`src/core/mip_pkg.sv`:
```
package mip_pkg;

	// ----------------------------------------------------------------
	// Clock and timing
	// ----------------------------------------------------------------
	localparam int MIP_CLK_PERIOD_NS = 8;
	localparam int MIP_RAMP_STEP_NS = 1000;
	// Longest wait rounds up so a ramp step never runs faster than asked
	localparam int MIP_RAMP_STEP_CYCLES = (MIP_RAMP_STEP_NS + MIP_CLK_PERIOD_NS - 1) / MIP_CLK_PERIOD_NS;

	// ----------------------------------------------------------------
	// Register indices (byte address is four times the index)
	// ----------------------------------------------------------------
	localparam logic [7:0] IDX_MIX1_CTRL = 8'h2C;
	localparam logic [7:0] IDX_MIX1_GAIN = 8'h2D;
	localparam logic [7:0] IDX_MIX2_CTRL = 8'h2E;
	localparam logic [7:0] IDX_MIX2_GAIN = 8'h2F;
	localparam logic [7:0] IDX_MIX_STATUS = 8'h30;
	localparam logic [7:0] IDX_PRE1_GAIN = 8'hB5;
	localparam logic [7:0] IDX_PRE1_SRC = 8'hB7;
	localparam logic [7:0] IDX_PRE2_CTRL = 8'hB8;
	localparam logic [7:0] IDX_PRE2_GAIN = 8'hB9;
	localparam logic [7:0] IDX_PRE2_SRC = 8'hBB;
	localparam logic [7:0] IDX_BIAS_SETUP = 8'hFC;
	localparam logic [7:0] IDX_BIAS_EN = 8'hFD;

	// ----------------------------------------------------------------
	// Storage slots, masks of defined bits and reset values
	// ----------------------------------------------------------------
	localparam int NUM_REGS = 11;
	localparam logic [3:0] SLOT_MIX1_CTRL = 4'h0;
	localparam logic [3:0] SLOT_MIX1_GAIN = 4'h1;
	localparam logic [3:0] SLOT_MIX2_CTRL = 4'h2;
	localparam logic [3:0] SLOT_MIX2_GAIN = 4'h3;
	localparam logic [3:0] SLOT_PRE1_GAIN = 4'h4;
	localparam logic [3:0] SLOT_PRE1_SRC = 4'h5;
	localparam logic [3:0] SLOT_PRE2_CTRL = 4'h6;
	localparam logic [3:0] SLOT_PRE2_GAIN = 4'h7;
	localparam logic [3:0] SLOT_PRE2_SRC = 4'h8;
	localparam logic [3:0] SLOT_BIAS_SETUP = 4'h9;
	localparam logic [3:0] SLOT_BIAS_EN = 4'hA;
	localparam logic [3:0] SLOT_NONE = 4'hF;

	localparam logic [7:0] REG_IDX [NUM_REGS] = '{IDX_MIX1_CTRL, IDX_MIX1_GAIN, IDX_MIX2_CTRL, IDX_MIX2_GAIN,
		IDX_PRE1_GAIN, IDX_PRE1_SRC, IDX_PRE2_CTRL, IDX_PRE2_GAIN, IDX_PRE2_SRC, IDX_BIAS_SETUP, IDX_BIAS_EN};
	localparam logic [7:0] REG_MASK [NUM_REGS] = '{8'hF8, 8'h0F, 8'hF8, 8'h0F,
		8'h07, 8'h03, 8'hC0, 8'h07, 8'h03, 8'hFF, 8'h11};
	localparam logic [7:0] REG_RESET [NUM_REGS] = '{8'h48, 8'h03, 8'h48, 8'h03,
		8'h01, 8'h00, 8'h40, 8'h01, 8'h00, 8'h00, 8'h00};

	// ----------------------------------------------------------------
	// Field positions
	// ----------------------------------------------------------------
	localparam int AMP_EN_BIT = 7;
	localparam int AMP_MUTE_BIT = 6;
	localparam int MIX_RAMP_BIT = 5;
	localparam int MIX_ZC_BIT = 4;
	localparam int MIX_SEL_BIT = 3;
	localparam int MIX_GAIN_LSB = 0;
	localparam int MIX_GAIN_W = 4;
	localparam int PRE_GAIN_LSB = 0;
	localparam int PRE_GAIN_W = 3;
	localparam int PRE_SRC_LSB = 0;
	localparam int PRE_SRC_W = 2;
	localparam int BIAS2_LP_BIT = 7;
	localparam int BIAS2_LEVEL_LSB = 4;
	localparam int BIAS1_LP_BIT = 3;
	localparam int BIAS1_LEVEL_LSB = 0;
	localparam int BIAS_LEVEL_W = 3;
	localparam int BIAS2_EN_BIT = 4;
	localparam int BIAS1_EN_BIT = 0;
	localparam int STAT_GAIN2_LSB = 4;
	localparam int STAT_BUSY1_BIT = 8;
	localparam int STAT_BUSY2_BIT = 9;
	localparam logic [3:0] MIX_GAIN_RESET = 4'h3;

	// ----------------------------------------------------------------
	// Types
	// ----------------------------------------------------------------
	typedef enum logic [1:0] {SRC_DIFF, SRC_POS_ONLY, SRC_NEG_ONLY, SRC_RESERVED} mip_source_e;

	typedef struct packed {
		mip_source_e source;
		logic [2:0] gain;
	} mip_preamp_s;

	typedef struct packed {
		logic enable;
		logic low_power;
		logic [2:0] level;
	} mip_bias_s;

	typedef struct packed {
		logic enable;
		logic mute;
		logic mix_sel;
		logic [3:0] gain;
	} mip_mixer_s;

endpackage

```
`src/core/mip_gain_apply.sv`:
```
`timescale 1ns/10ps
module mip_gain_apply
	import mip_pkg::*;
(
	input wire logic core_clk,
	input wire logic rst,
	input wire logic ce,
	input wire logic [3:0] target,
	input wire logic ramp_en,
	input wire logic zc_en,
	input wire logic ramp_tick,
	input wire logic zero_cross,
	output logic [3:0] applied,
	output logic busy
);

	assign busy = (applied != target);

	// ----------------------------------------------------------------
	// Applied gain follows the programmed gain
	// ----------------------------------------------------------------
	always_ff @(posedge core_clk or posedge rst) begin
		if (rst) begin
			applied <= MIX_GAIN_RESET;
		end else if (ce && busy) begin
			if (ramp_en) begin
				// Ramping wins even when zero-cross is also set
				if (ramp_tick) begin
					if (applied < target) begin
						applied <= applied + 4'h1;
					end else begin
						applied <= applied - 4'h1;
					end
				end
			end else if (zc_en) begin
				if (zero_cross) begin
					applied <= target;
				end
			end else begin
				applied <= target;
			end
		end
	end

endmodule

```
`src/core/mip_regs.sv`:
```
// Our own choice: the Avalon-MM slave port.
`timescale 1ns/10ps
// What this block does
// - Preamp one gain, 3 bits, -6 dB to 36 dB in 6 dB steps, resets 001.
// - Preamp two gain, same 3-bit coding, resets 001.
// - Preamp one source: 00 differential, 01 positive, 10 negative, 11 reserved; resets 00.
// - Preamp two source uses the same coding and resets 00.
// - Preamp two control bit 7 enables the amplifier; resets off.
// - Preamp two control bit 6 mutes the amplifier; resets muted.
// - Bias two level in bits 6:4, 1.6 V to 3.0 V in 0.2 V steps.
// - Bias one level in bits 2:0, same coding, resets 000.
// - Low-power bits: bit 7 bias two, bit 3 bias one; reset normal.
// - Enable register bit 4 turns on bias two, bit 0 bias one.
// - Mixer control: enable 7, mute 6, ramp 5, zero-cross 4, select 3.
// - Ramp set moves gain gradually and overrides zero-cross; ramp and zero-cross both clear means immediate.
// - Zero-cross set delays a new gain until the signal crosses zero.
// - Mixer gain 4 bits, -4.5 dB to 18 dB in 1.5 dB steps, resets 3.
module mip_regs
	import mip_pkg::*;
#(
	parameter int RAMP_STEP_CYCLES = MIP_RAMP_STEP_CYCLES
) (
	input wire logic core_clk,
	input wire logic rst,
	input wire logic ce,
	input wire logic [7:0] avs_address,
	input wire logic avs_read,
	input wire logic avs_write,
	input wire logic [3:0] avs_byteenable,
	input wire logic [31:0] avs_writedata,
	output logic [31:0] avs_readdata,
	output logic avs_waitrequest,
	input wire logic zero_cross_one,
	input wire logic zero_cross_two,
	output mip_preamp_s preamp_one,
	output mip_preamp_s preamp_two,
	output logic preamp_two_enable,
	output logic preamp_two_mute,
	output mip_bias_s bias_one,
	output mip_bias_s bias_two,
	output mip_mixer_s mixer_one,
	output mip_mixer_s mixer_two
);

	// The step timer is 16 bits wide
	if (RAMP_STEP_CYCLES < 1 || RAMP_STEP_CYCLES > 65536) begin : gen_bad_ramp
		$error("RAMP_STEP_CYCLES must lie between 1 and 65536");
	end

	typedef enum logic {BUS_IDLE, BUS_ANSWER} mip_bus_e;

	mip_bus_e bus_state;
	logic [7:0] regs [NUM_REGS];
	logic wr_fire;
	logic [3:0] wr_slot;
	logic [3:0] rd_slot;
	logic [31:0] next_readdata;
	logic [3:0] applied_one;
	logic [3:0] applied_two;
	logic busy_one;
	logic busy_two;
	logic [15:0] ramp_count;
	logic ramp_tick;
	logic [1:0] zc_meta;
	logic [1:0] zc_sync;
	logic [1:0] zc_last;
	logic [1:0] zc_event;

	// ----------------------------------------------------------------
	// Address decode
	// ----------------------------------------------------------------
	function automatic logic [3:0] slot_of(input logic [7:0] idx);
		logic [3:0] slot;
		slot = SLOT_NONE;
		for (int i = 0; i < NUM_REGS; i++) begin
			if (REG_IDX[i] == idx) begin
				slot = 4'(i);
			end
		end
		return slot;
	endfunction

	assign wr_slot = slot_of(avs_address);
	assign rd_slot = slot_of(avs_address);

	// ----------------------------------------------------------------
	// Avalon-MM slave: one cycle of wait, then one cycle of answer
	// ----------------------------------------------------------------
	always_ff @(posedge core_clk or posedge rst) begin
		if (rst) begin
			bus_state <= BUS_IDLE;
			avs_waitrequest <= 1'b1;
			avs_readdata <= 32'h0000_0000;
		end else if (ce) begin
			case (bus_state)
				BUS_IDLE: begin
					if (avs_read || avs_write) begin
						avs_waitrequest <= 1'b0;
						if (avs_read) begin
							avs_readdata <= next_readdata;
						end
						bus_state <= BUS_ANSWER;
					end
				end
				BUS_ANSWER: begin
					avs_waitrequest <= 1'b1;
					bus_state <= BUS_IDLE;
				end
				default: begin
					avs_waitrequest <= 1'b1;
					bus_state <= BUS_IDLE;
				end
			endcase
		end
	end

	// Write lands on the edge where the master sees waitrequest low
	assign wr_fire = ce && (bus_state == BUS_ANSWER) && avs_write && avs_byteenable[0];

	// Read data: unmapped indices answer zero rather than an error
	always_comb begin
		next_readdata = 32'h0000_0000;
		if (rd_slot != SLOT_NONE) begin
			next_readdata[7:0] = regs[rd_slot[3:0]];
		end else if (avs_address == IDX_MIX_STATUS) begin
			next_readdata[MIX_GAIN_W-1:0] = applied_one;
			next_readdata[STAT_GAIN2_LSB +: MIX_GAIN_W] = applied_two;
			next_readdata[STAT_BUSY1_BIT] = busy_one;
			next_readdata[STAT_BUSY2_BIT] = busy_two;
		end
	end

	// ----------------------------------------------------------------
	// Register storage
	// ----------------------------------------------------------------
	// Masking on write keeps reserved bits at zero without a read-side mask
	generate
		for (genvar g = 0; g < NUM_REGS; g++) begin : gen_reg
			always_ff @(posedge core_clk or posedge rst) begin
				if (rst) begin
					regs[g] <= REG_RESET[g];
				end else if (wr_fire && wr_slot == 4'(g)) begin
					regs[g] <= avs_writedata[7:0] & REG_MASK[g];
				end
			end
		end
	endgenerate

	// ----------------------------------------------------------------
	// Preamplifier and bias controls
	// ----------------------------------------------------------------
	assign preamp_one.gain = regs[SLOT_PRE1_GAIN][PRE_GAIN_LSB +: PRE_GAIN_W];
	assign preamp_one.source = mip_source_e'(regs[SLOT_PRE1_SRC][PRE_SRC_LSB +: PRE_SRC_W]);
	assign preamp_two.gain = regs[SLOT_PRE2_GAIN][PRE_GAIN_LSB +: PRE_GAIN_W];
	assign preamp_two.source = mip_source_e'(regs[SLOT_PRE2_SRC][PRE_SRC_LSB +: PRE_SRC_W]);
	assign preamp_two_enable = regs[SLOT_PRE2_CTRL][AMP_EN_BIT];
	assign preamp_two_mute = regs[SLOT_PRE2_CTRL][AMP_MUTE_BIT];

	// Level and mode pass straight through; software keeps the bias off while changing them
	assign bias_two.level = regs[SLOT_BIAS_SETUP][BIAS2_LEVEL_LSB +: BIAS_LEVEL_W];
	assign bias_one.level = regs[SLOT_BIAS_SETUP][BIAS1_LEVEL_LSB +: BIAS_LEVEL_W];
	assign bias_two.low_power = regs[SLOT_BIAS_SETUP][BIAS2_LP_BIT];
	assign bias_one.low_power = regs[SLOT_BIAS_SETUP][BIAS1_LP_BIT];
	assign bias_two.enable = regs[SLOT_BIAS_EN][BIAS2_EN_BIT];
	assign bias_one.enable = regs[SLOT_BIAS_EN][BIAS1_EN_BIT];

	// ----------------------------------------------------------------
	// Mixer controls
	// ----------------------------------------------------------------
	assign mixer_one.enable = regs[SLOT_MIX1_CTRL][AMP_EN_BIT];
	assign mixer_one.mute = regs[SLOT_MIX1_CTRL][AMP_MUTE_BIT];
	assign mixer_one.mix_sel = regs[SLOT_MIX1_CTRL][MIX_SEL_BIT];
	assign mixer_one.gain = applied_one;
	assign mixer_two.enable = regs[SLOT_MIX2_CTRL][AMP_EN_BIT];
	assign mixer_two.mute = regs[SLOT_MIX2_CTRL][AMP_MUTE_BIT];
	assign mixer_two.mix_sel = regs[SLOT_MIX2_CTRL][MIX_SEL_BIT];
	assign mixer_two.gain = applied_two;

	// ----------------------------------------------------------------
	// Zero-cross pins: two-flop sync, then any level change is a crossing
	// ----------------------------------------------------------------
	always_ff @(posedge core_clk or posedge rst) begin
		if (rst) begin
			zc_meta <= 2'h0;
			zc_sync <= 2'h0;
			zc_last <= 2'h0;
		end else if (ce) begin
			zc_meta <= {zero_cross_two, zero_cross_one};
			zc_sync <= zc_meta;
			zc_last <= zc_sync;
		end
	end

	assign zc_event = zc_sync ^ zc_last;

	// ----------------------------------------------------------------
	// Ramp step timer shared by both mixers
	// ----------------------------------------------------------------
	always_ff @(posedge core_clk or posedge rst) begin
		if (rst) begin
			ramp_count <= 16'h0000;
		end else if (ce) begin
			if (ramp_tick) begin
				ramp_count <= 16'h0000;
			end else begin
				ramp_count <= ramp_count + 16'h0001;
			end
		end
	end

	assign ramp_tick = (ramp_count == 16'(RAMP_STEP_CYCLES - 1));

	mip_gain_apply u_apply_one (
		.core_clk(core_clk),
		.rst(rst),
		.ce(ce),
		.target(regs[SLOT_MIX1_GAIN][MIX_GAIN_LSB +: MIX_GAIN_W]),
		.ramp_en(regs[SLOT_MIX1_CTRL][MIX_RAMP_BIT]),
		.zc_en(regs[SLOT_MIX1_CTRL][MIX_ZC_BIT]),
		.ramp_tick(ramp_tick),
		.zero_cross(zc_event[0]),
		.applied(applied_one),
		.busy(busy_one)
	);

	mip_gain_apply u_apply_two (
		.core_clk(core_clk),
		.rst(rst),
		.ce(ce),
		.target(regs[SLOT_MIX2_GAIN][MIX_GAIN_LSB +: MIX_GAIN_W]),
		.ramp_en(regs[SLOT_MIX2_CTRL][MIX_RAMP_BIT]),
		.zc_en(regs[SLOT_MIX2_CTRL][MIX_ZC_BIT]),
		.ramp_tick(ramp_tick),
		.zero_cross(zc_event[1]),
		.applied(applied_two),
		.busy(busy_two)
	);

endmodule

```
`config.mk`:
```
export PLATFORM = sky130hd
export DESIGN_NAME = mip_regs
export DESIGN_NICKNAME = d
export VERILOG_FILES = /design/src/core/mip_pkg.sv /design/src/core/mip_gain_apply.sv /design/src/core/mip_regs.sv
export SDC_FILE = /design/constraint.sdc
export NUM_CORES = 1
export LEC_CHECK = 0
export BUFFER_PORTS_ARGS = -buffer_cell sky130_fd_sc_hd__buf_2
export CAP_MARGIN = 20
export CORE_MARGIN = 3
export CORE_UTILIZATION = 49
export DETAILED_ROUTE_END_ITERATION = 10
export PLACE_DENSITY_LB_ADDON = 0.25
export SKIP_CTS_REPAIR_TIMING = 1
export SYNTH_ARGS = -nofsm -noshare
export SYNTH_HDL_FRONTEND = slang
export SYNTH_SLANG_ARGS = --single-unit
```
`constraint.sdc`:
```
create_clock -name core_clk -period 2.6 [get_ports core_clk]
set_clock_uncertainty 0.2 [all_clocks]
set_input_delay 0.13 -clock core_clk [delete_from_list [all_inputs] [get_ports core_clk]]
set_output_delay 0.13 -clock core_clk [all_outputs]
set_load 0.01 [all_outputs]
```
# Yosys cells after proc, flatten, opt, wreduce, memory -nomap -nowiden
# Index checks and enable logic that the tools add are counted.
classes:
  addsub: 5
  order_cmp: 3
  n_eq_ne: 31
  muxes: 32
  n_bitwise: 3
  reduce_logical: 22
ops:
  columns: ["cell", "n"]
  rows:
  - ["2-to-1 mux 4 bit", 21]
  - ["== test 8 bit, first input constant", 7]
  - ["binary-select mux 8 bit (select 4 bit)", 1]
  - ["== test 6 x 8 -> 1 bit, first input constant", 4]
  - ["2-to-1 mux 8 bit", 3]
  - ["adder 16 x 1 -> 16 bit, second input constant", 1]
  - ["== test 16 x 7 -> 1 bit, second input constant", 1]
  - ["== test 4 x 3 -> 1 bit, second input constant", 4]
  - ["logical AND 1 bit", 16]
  - ["2-to-1 mux 16 bit", 1]
  - ["== test 4 bit, second input constant", 3]
  - ["2-to-1 mux 10 bit", 1]
  - ["adder 4 x 1 -> 4 bit, second input constant", 2]
  - ["== test 4 x 2 -> 1 bit, second input constant", 2]
  - ["== test 8 x 6 -> 1 bit, second input constant", 1]
  - ["< comparator 4 bit", 2]
  - ["inequality test 4 bit", 2]
  - ["subtractor 4 x 1 -> 4 bit, second input constant", 2]
  - ["inequality test 3 x 1 -> 1 bit, second input constant", 2]
  - ["AND reduction 3 bit", 2]
  - [">= comparator 5 bit, second input constant", 1]
  - ["inverter 4 -> 5 bit", 1]
  - ["== test 4 x 1 -> 1 bit, second input constant", 1]
  - ["logical NOT 4 bit", 1]
  - ["other kinds (11)", 14]
totals:
  regBits: 82
  in_bits: 51
  output_inout_bits: 69
  word_cells: 116

# Longest topological paths before layout
logic_depth:
  depth_word: 17
  mapped_depth: 11
  depth_no_buf: 11

# Hierarchy
# From an unflattened synthesis, not the netlist that was laid out.
hier_totals:
  cells_unflattened: 479
  hier_area_um2: 5068.6
by_module_without_submodules:
  columns: ["module", "n_inst", "cells_per_inst", "area_each_um2", "seq_area_each_um2"]
  rows:
  - ["mip_regs", 1, 381, 4152.7, 1866.8]
  - ["mip_gain_apply", 2, 49, 457.9, 102.6]

# Least setup slack after synthesis
# No wires, ideal clock.
synth_path:
  path_kind: "reg2reg"
  startpoint: "reg u_apply_one.applied[0]"
  endpoint: "reg u_apply_one.applied[3]"
  setup_ps: 140
  arrival_time_ps: 2366
  required_ps: 2260
  path_slack_ps: -106
  path_stages_with_launch: 12
  n_path_buf: 0
  synth_period_minus_slack_ps: 2706
  path_cell_list: "dfstp_2 -> inv_1 -> ha_1 -> inv_1 -> a21oi_1 -> o21ai_0 -> ha_1 -> a21o_1 -> a21oi_1 -> xor2_1 -> a21boi_0 -> a2bb2oi_1"
synth_between:
  elab_chain_cells: 4
  word_cells_on_any_way: 9
  cone_classes: "2 x add/sub; 1 x order compare; 1 x eq/ne; 3 x mux; 2 x reduce/logical"
synth_lines:
  columns: ["element", "line_no", "rtl"]
  rows:
  - ["start: declaration", "mip_gain_apply.sv:13", "output logic [3:0] applied,"]
  - ["start signal: assignment", "mip_gain_apply.sv:30", "applied <= applied + 4'h1;"]
  - ["start signal: assignment", "mip_gain_apply.sv:32", "applied <= applied - 4'h1;"]
  - ["start signal: assignment", "mip_gain_apply.sv:37", "applied <= target;"]
  - ["subtractor 4 x 1 -> 4 bit (tied with other cells)", "mip_gain_apply.sv:32", null]
  - ["2-to-1 mux 4 bit", "mip_gain_apply.sv:29", "if (applied < target) begin"]
  - ["2-to-1 mux 4 bit", "mip_gain_apply.sv:28", "if (ramp_tick) begin"]
  - ["2-to-1 mux 4 bit", "mip_gain_apply.sv:26", "if (ramp_en) begin"]
# Several ways; a longest one is shown, not always the timed one. The select of a mux whose other input is x is not followed.
# A chain may end at the register's enable or synchronous reset.

# Final worst setup path
layout_path:
  startpoint: "reg regs[73] in the netlist's numbering"
  endpoint: "reg u_apply_one.applied[3]"
layout_between:
  elab_chain_cells: 4
  word_cells_on_any_way: 7
  cone_classes: "1 x order compare; 1 x eq/ne; 3 x mux; 2 x reduce/logical"
layout_lines:
  columns: ["element", "line_no", "rtl"]
  rows:
  - ["start: declaration", "mip_regs.sv:53", "logic [7:0] regs [NUM_REGS];"]
  - ["start signal: indexed assignment", "mip_regs.sv:141", "regs[g] <= REG_RESET[g];"]
  - ["start signal: indexed assignment", "mip_regs.sv:143", "regs[g] <= avs_writedata[7:0] & REG_MASK[g];"]
  - ["< comparator 4 bit", "mip_gain_apply.sv:29", null]
  - ["2-to-1 mux 4 bit", "mip_gain_apply.sv:29", null]
  - ["2-to-1 mux 4 bit", "mip_gain_apply.sv:28", null]
  - ["2-to-1 mux 4 bit", "mip_gain_apply.sv:26", null]
# Several ways; a longest one is shown, not always the timed one. The select of a mux whose other input is x is not followed.

==> results by group <==
Critical path
  – Crit path buf inv count: 2
  – Critical Path AT: 2.52 ns
  – Worst Setup End Kind: flop
  – Worst path max stage delay: 0.56 ns
  – CP max stage cell: dfstp_2
  – R2R depth: 10
  – CP top delay family: compound AO/OA/AOI/OAI gates
  – Reg-to-reg endpoint: u_apply_one.applied[3]$_DFFE_PP0P_
  – Worst Setup SP: regs[73]$_DFFE_PP1P_
  – Reg2Reg Setup Slack: 0.13 ns
  – Critical path launch point type: flop
  – Crit-path most repeated cell: a21oi_2
  – Critical path, cell by cell: inv_1, ha_4, a21oi_2, o21ai_2, buf_4, ha_1, a21oi_2, xor2_2, a21boi_1, a2bb2oi_1
  – Stages on worst setup path: 10
  – Critical Path End: u_apply_one.applied[3]$_DFFE_PP0P_
  – Crit Path Class: reg2reg
  – Worst-path fanout max: 4
  – Crit Reg-Reg Startpoint: regs[73]$_DFFE_PP1P_
  – WP data required: 2.65 ns

Final layout
  – Finished Cell Area: 5670 um2
  – Synth-to-layout area growth: 17.1%
  – FF+latch area: 2070 um2
  – ANT cells: 0
  – Multi-input combinational cell area: 2450 um2
  – Proportion of layout cells with a drive suffix above 1: 0.365
  – Final Util: 0.602
  – Fillers: 799
  – Nets: 616

Timing
  – Fmax: 405 MHz
  – Final Max Tran Viols: 0
  – Slew HR: 0.634
  – Final Setup Violations: 0
  – Post-route minimum period: 2.47 ns
  – RSZ-0062 raised after global routing: false
  – Worst-Margin Slew: 0.549 ns
  – Fin crit share: 0.949
  – Final hold vios: 0

Power and ir drop
  – P_leak: 0.00270 uW
  – Worst vdd ir: 0.394 mV
  – Power density over the cells: 670 nW/um2

GRT
  – First-pass GRT wire length: 18.3 mm
  – Antenna violations before repair: 0
  – Largest net degree at the start of global routing: 54
  – All-Layer GR Usage: 0.208
  – Vias in the first global route: 3615
  – Final global-route overflow total: 0

Clocking
  – Max Buffers Root-to-Sink: 2
  – Clk slew on worst S/H paths: 0.08 ns
  – H-tree depth: 3
  – Clk_lat worst skew: 0.36 ns
  – TritonCTS clock tree: done
  – Sink Count: 82
  – TritonCTS buffer count: 9
  – Clk Tree Root Cell: clkbuf_8

Logic synthesis
  – Synthesized area: 4840 um2
  – Area share of the largest cell type after synthesis: 0.341
  – EDFF count, synth: 0
  – Synth area leaders: dfrtp_1, mux2_2, dfstp_2
  – Avg Inst Size Synth: 10.3 um2
  – Seq/Total Area, Yosys: 0.428
  – Async S/R FF share, synth: 1.00
  – Post-synth cell types: 62
  – Cells after Synth: 468
  – Largest area contributor in the netlist: dfrtp_1
  – Synth warn: 0
  – Top FF cell, synth: dfrtp_1
  – Count of state elements after synthesis: 82

Die
  – Rows: 35
  – Core box area: 9420 um2
  – Die Y: 105 um
  – Die Span X: 105 um
  – IO Count: 120
  – Initial Util: 0.514
  – Die area: 11100 um2

Place
  – Port-buffer cells: 70
  – Final GP Congestion: 0.906
  – Placed inst area: 5220 um2
  – HPWL after DPL: 8.57 mm

Drt
  – Post-Route WL: 11.4 mm
  – WL per Instance: 16.8 um
  – Total number of vias: 3784
  – Top routing layer used: met4
  – 1st-iter DRT viols: 231
  – DR WL met2: 5.29 mm
  – Final ANT Viol Nets: 0
  – Metal3 WL: 747 um
  – Met1 WL: 5.17 mm
  – First-pass DRT Iterations: 5
  – Vias per inst: 5.54
  – Drt drc: 0

Outcome
  – Status: finished clean

Hold path
  – Hold Path Class: in2reg

Job
  – Max-cap violation count: 0
## sequential cells by signal, summed over array words and instances, names as in the netlist, 2 cells and up
signal / cells
u_apply_two.applied: 4
zc_meta: 2
preamp_one: 5
bias_one: 5
mixer_two: 3
bias_two: 5
regs: 12
zc_last: 2
u_apply_one.applied: 4
preamp_two: 5
ramp_count: 16
avs_readdata: 10
zc_sync: 2
mixer_one: 3
## cell usage in the layout, fill, tap and decap left out, types with 4 or more instances in the layout
cell type      instances
a21oi_1               11
a21oi_2                4
a221oi_1               5
a22o_1                 6
a31oi_1                4
a32oi_1                7
and3_1                 7
buf_2                 70
buf_4                 24
clkbuf_8              11
conb_1                22
dfrtp_1               66
dfstp_2               16
dlygate4sd3_1         14
ha_1                  11
inv_1                 17
mux2_2                51
nand2_1               38
nand2b_1               5
nand3_1               15
nand3b_1               4
nand4_1                8
nor2_1                31
nor3_1                 8
o21ai_0               12
xnor2_1               14
## Yosys cell counts, drive strengths merged, types with 5 or more instances
cell     n
dfrtp   66
buf     53
mux2    51
nand2   38
nor2    34
inv     18
dfstp   16
a21oi   15
nand3   15
ha      14
o21ai   14
xnor2   14
nor3    10
nand4    8
a32oi    7
and3     7
clkbuf   7
a211oi   6
a22o     6
nand2b   6
a221oi   5
## stage by stage
step	instances	setup WS [ns]	power (uW)	hold WS, ns	setup TNS [ns]
after CTS	669	-0.0592	3690	-0.402	-0.0592
after floorplan	489	0.0365	2250	0.0804	0
final	683	0.132	3790	0.0497	0
after detailed placement	653	-0.0486	2630	-0.00329	-0.0486
after global routing	683	0.00188	4030	0.0646	0
after global placement	653	0.0622	2580	-0.0122	0
## tightest hold or removal path, delay by kind of cell
kind            cells  cell delay [ns]
compound gates      1             0.06
simple gates        1             0.07
buf+inv             2             0.30
## kinds of logic after synthesis
group | Yosys count | share of synthesized area
simple gates | 141 | 0.154
flops | 82 | 0.428
compound gates | 79 | 0.117
buf+inv | 78 | 0.100
mux | 53 | 0.123
xor+xnor | 18 | 0.0326
fa+ha+maj | 16 | 0.0444
other cells | 1 | 0.000774
## metal layers
metal  track usage  vias up
li1              -     1771
met1         0.285     1838
met4        0.0609        0
met3        0.0521       30
met5             0        -
met2         0.325      145
## final cells by class
type / instances / area share
multi-input combinational: 329 / 0.432
clock buffer: 12 / 0.0274
timing repair buffer: 109 / 0.122
clock inverter: 4 / 0.0130
tap: 129 / 0.0285
sequential: 82 / 0.366
inverter: 18 / 0.0121
## power by group
part / internal, uW / total (uW) / switching [uW]
Sequential: 1430 / 1560 / 123
Clock: 594 / 1060 / 462
Combinational: 561 / 1180 / 621
Total: 2590 / 3790 / 1210
## how the worst min path moves through the flow
stage	to	depth (start not counted)	from
2_1_floorplan	preamp_two[1]$_DFFE_PP0P_	1	avs_writedata[1]
3_3_place_gp	u_apply_one.applied[2]$_DFFE_PP0P_	2	rst
3_5_place_dp	bias_one[1]$_DFFE_PP0P_	2	rst
4_1_cts	preamp_two[2]$_DFFE_PP0P_	2	rst
5_1_grt	ramp_count[4]$_DFFE_PP0P_	4	ce
6_report	ramp_count[4]$_DFFE_PP0P_	4	ce
Note: power is estimated with default switching activity, not from simulation.
